[src/rtl/lsip_regs.svh]
// Operation
// - group one is 8 bits; pins 0-4 are bidirectional digital or segment
// - group one pins 5-7 are digital input, segment or common; never digital out
// - group one direction steers pins 0-4 only, and only in digital mode
// - segment-enable bits reset to one, so shared pins start as LCD outputs
// - a set segment-enable bit hands its pins to the LCD driver regardless of direction
// - group two is input-only when digital; each pin shares one segment
// - group three is input-only when digital; each pin shares one segment
// - group four is input-only when digital; each pin shares one segment
// - group one bits 0-4 carry segments 0-4 in order
// - group one bits 5,6,7 carry segment 29/30/31 or common 3/2/1
// - group two bits 0-6 carry segments 5-11 in order
// - group two bit 7 carries segment 27, larger package only
// - group three bits 0-7 carry segments 12-19 in order
// - group four bits 0-6 carry segments 20-26, bit 7 segment 28 large package
// - data register read returns pin levels; a group one write loads the output latch
`ifndef LSIP_REGS_SVH
`define LSIP_REGS_SVH

// register indices; byte address is four times the index
`define LSIP_IDX_G1_DATA 10'h008
`define LSIP_IDX_G2_DATA 10'h009
`define LSIP_IDX_G1_DIR 10'h088
`define LSIP_IDX_G2_DIR 10'h089
`define LSIP_IDX_G3_DATA 10'h107
`define LSIP_IDX_G4_DATA 10'h108
`define LSIP_IDX_SEG_EN 10'h10d
`define LSIP_IDX_G3_DIR 10'h187
`define LSIP_IDX_G4_DIR 10'h188

// reset values
`define LSIP_RST_LATCH 8'h00
`define LSIP_RST_DIR 8'hff
`define LSIP_RST_SEG_EN 8'hff

// segment-enable field positions
`define LSIP_SE_G1_LO 0
`define LSIP_SE_B 1
`define LSIP_SE_C 2
`define LSIP_SE_D 3
`define LSIP_SE_E 4
`define LSIP_SE_F 5
`define LSIP_SE_G 6
`define LSIP_SE_G1_HI 7

// bus answers
`define LSIP_RESP_OKAY 2'b00
`define LSIP_RESP_SLVERR 2'b10

`endif

[src/rtl/lsip_pkg.sv]
package lsip_pkg;

    // one 8-bit pin group as seen from the pad
    typedef struct packed {
        logic [7:0] level;
        logic [7:0] enable;
    } lsip_drive_t;

    // read answer held for the bus
    typedef struct packed {
        logic [31:0] data;
        logic [1:0] resp;
    } lsip_rd_t;

endpackage : lsip_pkg

[src/rtl/lsip_top.sv]
`timescale 1ns/1ps
`default_nettype none
`include "lsip_regs.svh"

module lsip_top
    import lsip_pkg::*;
#(
    parameter bit LARGE_PKG = 1'b1
) (
    // clock, reset, enable
    input wire logic clk_sys_in,
    input wire logic resetn_in,
    input wire logic ce_in,
    // axi4-lite write address
    input wire logic [31:0] s_axi_awaddr_in,
    input wire logic [2:0] s_axi_awprot_in,
    input wire logic s_axi_awvalid_in,
    output logic s_axi_awready_out,
    // axi4-lite write data
    input wire logic [31:0] s_axi_wdata_in,
    input wire logic [3:0] s_axi_wstrb_in,
    input wire logic s_axi_wvalid_in,
    output logic s_axi_wready_out,
    // axi4-lite write response
    output logic [1:0] s_axi_bresp_out,
    output logic s_axi_bvalid_out,
    input wire logic s_axi_bready_in,
    // axi4-lite read address
    input wire logic [31:0] s_axi_araddr_in,
    input wire logic [2:0] s_axi_arprot_in,
    input wire logic s_axi_arvalid_in,
    output logic s_axi_arready_out,
    // axi4-lite read data
    output logic [31:0] s_axi_rdata_out,
    output logic [1:0] s_axi_rresp_out,
    output logic s_axi_rvalid_out,
    input wire logic s_axi_rready_in,
    // lcd driver sources
    input wire logic [31:0] lcd_seg_in,
    input wire logic [3:1] lcd_com_in,
    input wire logic [2:0] lcd_com_sel_in,
    // pads of the four groups
    input wire logic [7:0] g1_pin_in,
    output logic [7:0] g1_pin_out,
    output logic [7:0] g1_pin_oe_out,
    input wire logic [7:0] g2_pin_in,
    output logic [7:0] g2_pin_out,
    output logic [7:0] g2_pin_oe_out,
    input wire logic [7:0] g3_pin_in,
    output logic [7:0] g3_pin_out,
    output logic [7:0] g3_pin_oe_out,
    input wire logic [7:0] g4_pin_in,
    output logic [7:0] g4_pin_out,
    output logic [7:0] g4_pin_oe_out
);

////////////////////////////////////////////////////////////////////////////////
// registers

logic [7:0] group_one_pin_data;
logic [7:0] group_one_direction;
logic [7:0] group_two_direction;
logic [7:0] group_three_direction;
logic [7:0] group_four_direction;
logic [7:0] segment_enable_select;
logic [31:0] pin_meta;
logic [31:0] pin_sync;
logic [9:0] aw_idx;
logic aw_full;
logic [7:0] w_byte;
logic w_lane;
logic w_full;
logic [1:0] bresp;
logic bvalid;
lsip_rd_t rd_hold;
logic rvalid;
lsip_drive_t next_g1;
lsip_drive_t next_g2;
lsip_drive_t next_g3;
lsip_drive_t next_g4;
lsip_drive_t g1_drv;
lsip_drive_t g2_drv;
lsip_drive_t g3_drv;
lsip_drive_t g4_drv;
logic [7:0] g1_lcd_own;
logic [7:0] g2_lcd_own;
logic [7:0] g3_lcd_own;
logic [7:0] g4_lcd_own;
logic [7:0] g1_lcd_val;
logic [7:0] large_mask;
logic wr_fire;
logic wr_hit;
logic [9:0] ar_idx;
lsip_rd_t next_rd;

////////////////////////////////////////////////////////////////////////////////
// pin synchronisers

// two stages; pads are asynchronous to the bus clock
always_ff @(posedge clk_sys_in) begin
    if (!resetn_in) begin
        pin_meta <= 32'h0000_0000;
        pin_sync <= 32'h0000_0000;
    end else if (ce_in) begin
        pin_meta <= {g4_pin_in, g3_pin_in, g2_pin_in, g1_pin_in};
        pin_sync <= pin_meta;
    end
end

////////////////////////////////////////////////////////////////////////////////
// axi4-lite write path

// address and data may arrive in either order; one write in flight
assign s_axi_awready_out = ce_in & ~aw_full & ~bvalid;
assign s_axi_wready_out = ce_in & ~w_full & ~bvalid;
assign wr_fire = ce_in & aw_full & w_full & ~bvalid;
assign s_axi_bvalid_out = bvalid;
assign s_axi_bresp_out = bresp;

// capture write address
always_ff @(posedge clk_sys_in) begin
    if (!resetn_in) begin
        aw_full <= 1'b0;
        aw_idx <= 10'h000;
    end else if (ce_in) begin
        if (s_axi_awvalid_in && s_axi_awready_out) begin
            aw_full <= 1'b1;
            aw_idx <= s_axi_awaddr_in[11:2];
        end else if (wr_fire) begin
            aw_full <= 1'b0;
        end
    end
end

// capture write data; only the low lane holds register bits
always_ff @(posedge clk_sys_in) begin
    if (!resetn_in) begin
        w_full <= 1'b0;
        w_byte <= 8'h00;
        w_lane <= 1'b0;
    end else if (ce_in) begin
        if (s_axi_wvalid_in && s_axi_wready_out) begin
            w_full <= 1'b1;
            w_byte <= s_axi_wdata_in[7:0];
            w_lane <= s_axi_wstrb_in[0];
        end else if (wr_fire) begin
            w_full <= 1'b0;
        end
    end
end

// decode: read-only data registers accept writes silently
always_comb begin
    unique case (aw_idx)
        `LSIP_IDX_G1_DATA, `LSIP_IDX_G2_DATA,
        `LSIP_IDX_G3_DATA, `LSIP_IDX_G4_DATA,
        `LSIP_IDX_G1_DIR, `LSIP_IDX_G2_DIR,
        `LSIP_IDX_G3_DIR, `LSIP_IDX_G4_DIR,
        `LSIP_IDX_SEG_EN: wr_hit = 1'b1;
        default: wr_hit = 1'b0;
    endcase
end

// write response
always_ff @(posedge clk_sys_in) begin
    if (!resetn_in) begin
        bvalid <= 1'b0;
        bresp <= `LSIP_RESP_OKAY;
    end else if (ce_in) begin
        if (wr_fire) begin
            bvalid <= 1'b1;
            bresp <= wr_hit ? `LSIP_RESP_OKAY : `LSIP_RESP_SLVERR;
        end else if (s_axi_bready_in) begin
            bvalid <= 1'b0;
        end
    end
end

// register writes; a clear strobe on lane 0 leaves the byte alone
always_ff @(posedge clk_sys_in) begin
    if (!resetn_in) begin
        group_one_pin_data <= `LSIP_RST_LATCH;
        group_one_direction <= `LSIP_RST_DIR;
        group_two_direction <= `LSIP_RST_DIR;
        group_three_direction <= `LSIP_RST_DIR;
        group_four_direction <= `LSIP_RST_DIR;
        segment_enable_select <= `LSIP_RST_SEG_EN;
    end else if (wr_fire && w_lane) begin
        unique case (aw_idx)
            `LSIP_IDX_G1_DATA: group_one_pin_data <= w_byte;
            `LSIP_IDX_G1_DIR: group_one_direction <= w_byte;
            `LSIP_IDX_G2_DIR: group_two_direction <= w_byte;
            `LSIP_IDX_G3_DIR: group_three_direction <= w_byte;
            `LSIP_IDX_G4_DIR: group_four_direction <= w_byte;
            `LSIP_IDX_SEG_EN: segment_enable_select <= w_byte;
            default: ;
        endcase
    end
end

////////////////////////////////////////////////////////////////////////////////
// axi4-lite read path

assign s_axi_arready_out = ce_in & ~rvalid;
assign s_axi_rvalid_out = rvalid;
assign s_axi_rdata_out = rd_hold.data;
assign s_axi_rresp_out = rd_hold.resp;
assign ar_idx = s_axi_araddr_in[11:2];

// data registers return pin levels, not the latch
always_comb begin
    next_rd = '{data: 32'h0000_0000, resp: `LSIP_RESP_OKAY};
    unique case (ar_idx)
        `LSIP_IDX_G1_DATA: next_rd.data[7:0] = pin_sync[7:0];
        `LSIP_IDX_G2_DATA: next_rd.data[7:0] = pin_sync[15:8];
        `LSIP_IDX_G3_DATA: next_rd.data[7:0] = pin_sync[23:16];
        `LSIP_IDX_G4_DATA: next_rd.data[7:0] = pin_sync[31:24];
        `LSIP_IDX_G1_DIR: next_rd.data[7:0] = group_one_direction;
        `LSIP_IDX_G2_DIR: next_rd.data[7:0] = group_two_direction;
        `LSIP_IDX_G3_DIR: next_rd.data[7:0] = group_three_direction;
        `LSIP_IDX_G4_DIR: next_rd.data[7:0] = group_four_direction;
        `LSIP_IDX_SEG_EN: next_rd.data[7:0] = segment_enable_select;
        default: next_rd.resp = `LSIP_RESP_SLVERR;
    endcase
end

// read answer held until taken
always_ff @(posedge clk_sys_in) begin
    if (!resetn_in) begin
        rvalid <= 1'b0;
        rd_hold <= '{data: 32'h0000_0000, resp: `LSIP_RESP_OKAY};
    end else if (ce_in) begin
        if (s_axi_arvalid_in && s_axi_arready_out) begin
            rvalid <= 1'b1;
            rd_hold <= next_rd;
        end else if (s_axi_rready_in) begin
            rvalid <= 1'b0;
        end
    end
end

////////////////////////////////////////////////////////////////////////////////
// ownership of each pin by the lcd driver

// each enable bit fans out to a fixed subset
assign g1_lcd_own = {{3{segment_enable_select[`LSIP_SE_G1_HI]}},
                     {5{segment_enable_select[`LSIP_SE_G1_LO]}}};
assign g2_lcd_own = {segment_enable_select[`LSIP_SE_G],
                     {3{segment_enable_select[`LSIP_SE_C]}},
                     {4{segment_enable_select[`LSIP_SE_B]}}};
assign g3_lcd_own = {{4{segment_enable_select[`LSIP_SE_E]}},
                     {4{segment_enable_select[`LSIP_SE_D]}}};
assign g4_lcd_own = {segment_enable_select[`LSIP_SE_G],
                     {7{segment_enable_select[`LSIP_SE_F]}}};

// bit 7 pads of groups two and four are absent on the small package
assign large_mask = {LARGE_PKG, 7'h7f};

// upper pins of group one pick common or segment
assign g1_lcd_val[4:0] = lcd_seg_in[4:0];
assign g1_lcd_val[5] = lcd_com_sel_in[0] ? lcd_com_in[3] : lcd_seg_in[29];
assign g1_lcd_val[6] = lcd_com_sel_in[1] ? lcd_com_in[2] : lcd_seg_in[30];
assign g1_lcd_val[7] = lcd_com_sel_in[2] ? lcd_com_in[1] : lcd_seg_in[31];

////////////////////////////////////////////////////////////////////////////////
// pad drive

// group one: lcd wins over the direction bits; upper three never digital out
always_comb begin
    next_g1.enable = g1_lcd_own
                   | (~g1_lcd_own & ~group_one_direction & 8'h1f);
    next_g1.level = (g1_lcd_own & g1_lcd_val)
                  | (~g1_lcd_own & group_one_pin_data & 8'h1f);
end

// groups two to four drive only for the lcd
always_comb begin
    next_g2.enable = g2_lcd_own & large_mask;
    next_g2.level = {lcd_seg_in[27], lcd_seg_in[11:5]} & next_g2.enable;
    next_g3.enable = g3_lcd_own;
    next_g3.level = lcd_seg_in[19:12] & g3_lcd_own;
    next_g4.enable = g4_lcd_own & large_mask;
    next_g4.level = {lcd_seg_in[28], lcd_seg_in[26:20]} & next_g4.enable;
end

// registered pads so no glitch reaches a pin
always_ff @(posedge clk_sys_in) begin
    if (!resetn_in) begin
        g1_drv <= '{level: 8'h00, enable: 8'h00};
        g2_drv <= '{level: 8'h00, enable: 8'h00};
        g3_drv <= '{level: 8'h00, enable: 8'h00};
        g4_drv <= '{level: 8'h00, enable: 8'h00};
    end else if (ce_in) begin
        g1_drv <= next_g1;
        g2_drv <= next_g2;
        g3_drv <= next_g3;
        g4_drv <= next_g4;
    end
end

assign g1_pin_out = g1_drv.level;
assign g1_pin_oe_out = g1_drv.enable;
assign g2_pin_out = g2_drv.level;
assign g2_pin_oe_out = g2_drv.enable;
assign g3_pin_out = g3_drv.level;
assign g3_pin_oe_out = g3_drv.enable;
assign g4_pin_out = g4_drv.level;
assign g4_pin_oe_out = g4_drv.enable;

endmodule : lsip_top

`default_nettype wire

[config.mk]
export PLATFORM = sky130hd
export DESIGN_NAME = lsip_top
export DESIGN_NICKNAME = d
export VERILOG_FILES = /design/src/rtl/lsip_pkg.sv /design/src/rtl/lsip_top.sv
export VERILOG_INCLUDE_DIRS = /design/src /design/src/rtl
export SDC_FILE = /design/constraint.sdc
export NUM_CORES = 1
export LEC_CHECK = 0
export ABC_AREA = 1
export BUFFER_PORTS_ARGS = -buffer_cell sky130_fd_sc_hd__buf_2
export CORE_UTILIZATION = 45
export DETAILED_ROUTE_END_ITERATION = 16
export GPL_ROUTABILITY_DRIVEN = 0
export PLACE_DENSITY = 0.77
export SYNTH_ARGS = -nofsm -noshare
export SYNTH_HDL_FRONTEND = slang
export SYNTH_SLANG_ARGS = --single-unit
[constraint.sdc]
create_clock -name clk_sys_in -period 1.84 [get_ports clk_sys_in]
set_clock_uncertainty 0.1 [all_clocks]
set_input_delay 0.46 -clock clk_sys_in [delete_from_list [all_inputs] [get_ports clk_sys_in]]
set_output_delay 0.46 -clock clk_sys_in [all_outputs]
set_load 0.05 [all_outputs]
==> results by group <==
Logic synthesis
  • Synth top area cells: dfxtp_1, nor2_1, nand2_1
  • Post-synth top cells: nor2_1, dfxtp_1, nand2_1
  • Sequential area share after synthesis: between 40 and 50%
  • Share of the synthesized area in the top cell type: 47.36%
  • Mapped Cells: 1,060
  • FFs w/ async S/R, synth: 0%
  • Synth area leader: dfxtp_1
  • Predominant post-synthesis flop cell: dfxtp_1
  • Synth Register Bits: 186
  • Synth cell types: 31
  • Synth warnings: 0
  • Most common cell in the netlist: nor2_1
  • Cell Area, Synth: 0.007863 mm²
  • Post-synth EDFFs: 0
  • Mean Syn Cell Area: 7.417 µm²

GRT
  • Busiest layer in global routing: met2
  • Congestion Overflow GR: 0
  • Global-route wire length before repair: approximately 33 mm
  • Vias in the first global route: 6,620
  • Initial antenna violation count: 0
  • Met3 Track Usage GR: 5.367%
  • GR Layer Usage met2: 37.65%
  • GRT Total Usage: 22.99%
  • Largest net degree at the start of global routing: 85
  • Met1 Usage GRT: a little under a third

Power and ir drop
  • Pleak: 4.811 nW
  • Maximum vdd drop: 0.0006744 V
  • Pint: 6.912 mW
  • Clock Power Share: 41.5%
  • Combinational Power Share: between 10% and 20%
  • Sw Ratio: 28.04%
  • Share of total power in sequential cells: 45.0%
  • Pwr Total: 9.605 mW
  • Pwr per Cell Area: 990.5 mW/mm²
  • P_sw: 2.693 mW

Setup path
  • Crit-path slowest cell: dfxtp_4
  • Crit Path Category: reg -> out
  • Arrival time worst endpoint: 1250 ps
  • CP bufs+invs: 2
  • CP cell instances: nor2_8, inv_4, nor2_4, buf_8
  • Slowest stage delay, CP: 370 ps
  • Critical path's top delay family: flip-flops
  • Critical Path Fanout Max: 3
  • Worst EP required: about 1300 ps
  • Startpoint types: flop
  • Crit. End Element: primary output

Timing
  • Final hold vios: 0
  • Final setup vio count: 0
  • Post-route setup TNS: 0 ps
  • Final period util: 98.55%
  • Slew Viols, Final: 0
  • Min cycle time layout: 1813 ps
  • RSZ-0062 raised after global routing: yes
  • Achievable frequency: 551.5 MHz

Status
  • Outcome: complete, no violations

Clocking
  • Clk pin slew, worst setup/hold paths: 70 ps
  • Clock buffer depth: 2
  • Clk_lat worst skew: 440 ps
  • Num CTS Buffers: 17
  • Htree depth: 4
  • Hold-fix buffers, CTS: 0
  • CTS tree: done
  • Clock root buffer: clkbuf_16
  • TritonCTS Sinks: 186

Finish
  • Final Core Density: 57.66%
  • Layout cells sized above 1: 23.19%
  • Layout area overhead: 23.33%
  • Fin area: 0.009697 mm²
  • ANT cells: 0
  • Fin nets: 1,413

Floorplanning
  • Starting Density: 46.75%
  • Die W: 134.2 µm
  • Die H: 134.2 µm
  • Die area: roughly 0.018 mm²
  • Core area: 0.01682 mm²
  • Ports: 289
  • Site Rows: 47

Routing
  • Post-DRT Antenna Nets: 0
  • DRC Markers: 0
  • Post-detailed-route wirelength per cell: about 14 µm
  • Iter 0 DRT Violations: 549
  • Via/cell ratio: 5.123
  • Via count: around 7,500
  • Total Wirelength: 20.82 mm
  • DR pass1 iterations: 5

Placement
  • Detailed Place HPWL: 14.73 mm
  • Port Buffer Count: about 190
  • Dpl cell area: 0.008961 mm²

Min path
  • Hold Path Class: in -> reg

Run
  • Number of max-cap violations: 0
power by group through the flow:
stage	combinational [mW]	clock (mW)	sequential (mW)
6_report	1.29	3.99	4.32
5_1_grt	1.40	4.21	4.34
4_1_cts	1.28	4.04	4.32
3_5_place_dp	1.26	0	4.41
3_3_place_gp	1.25	0	4.41
2_1_floorplan	0.757	0	4.61
registers in the layout, summed over array words and instances, names as in the netlist, 2 cells and up:
name and count:
group_one_pin_data 5, group_three_direction 8, s_axi_rdata_out 8, group_two_direction 8
g2_pin_oe_out 3, g1_pin_oe_out 6, group_one_direction 8, g3_pin_out 8
aw_idx 10, g4_pin_out 8, segment_enable_select 8, pin_sync 32
g2_pin_out 8, group_four_direction 8, g1_pin_out 8, w_byte 8
g3_pin_oe_out 2, pin_meta 32
cell families after synthesis:
kind of cell	Yosys count	share of synthesized area (%)
compound gates	217	15.55
other cells	1	0.04769
simple gates	485	26.23
flops	186	47.36
buf+inv	171	10.82
layer usage:
layer	wire, µm	up-vias	share of wire, %
li1	-	3773	-
met1	9030	3425	43
met2	10050	266	48
met3	1371	26	6.6
met4	369	0	1.8
met5	0	-	0
stage by stage:
| stage | setup WS (ps) | instances | hold WS [ps] |
|---|---|---|---|
| final | 26.63 | 1462 | 148.4 |
| after global routing | -63.80 | 1462 | 145.3 |
| after CTS | 1.340 | 1458 | 143.7 |
| after detailed placement | -85.95 | 1425 | 351.0 |
| after global placement | -25.57 | 1425 | 348.5 |
| after floorplan | 13.21 | 1085 | 337.1 |
worst min-delay path, cell delays in order:
cell and delay, ps:
buf_2 70, nor2_1 30, nor2_1 80
worst paths after layout:
check	startpoint	endpoint	slack [ps]	cells after the start
worst max-delay path	s_axi_bvalid_out$_SDFFE_PN0P_	s_axi_awready_out	30	4
worst min-delay path	g1_pin_in[1]	pin_meta[1]$_SDFFE_PN0P_	150	3
worst max register to register	aw_idx[2]$_SDFFE_PN0P_	group_one_pin_data[1]$_SDFFE_PN0P_	80	9
worst min register to register	g3_pin_out[4]$_SDFFE_PN0P_	g3_pin_out[4]$_SDFFE_PN0P_	360	2
area by class of cell:
type                    instances  area [µm²]
well taps                     220       275.3
multi-input cells             728        3422
flip-flops and latches        186        3727
clock inverters                14       209.0
repair buffers                233        1383
clock buffers                  18       439.2
inverters                      63       241.5
fillers                      1532        7122
cells in the final DEF, fill, tap and decap left out, types with 4 or more instances in the layout:
cell / count
a31oi_1: 5
clkbuf_16: 17
nand2_1: 167
buf_12: 6
o21ai_0: 94
conb_1: 26
inv_1: 57
nor2_1: 194
dfxtp_1: 185
nand4_1: 14
nand3_1: 91
a21oi_1: 66
buf_2: 181
buf_4: 44
nor2_4: 5
o211ai_1: 45
bufinv_16: 4
what timing repair did:
action	4_1_cts	5_1_grt
setup endpoints to repair	2	7
gates resized for setup	7	4
buffers inserted	1	4
pin swaps	2	3
Note: power is estimated with default switching activity, not from simulation.
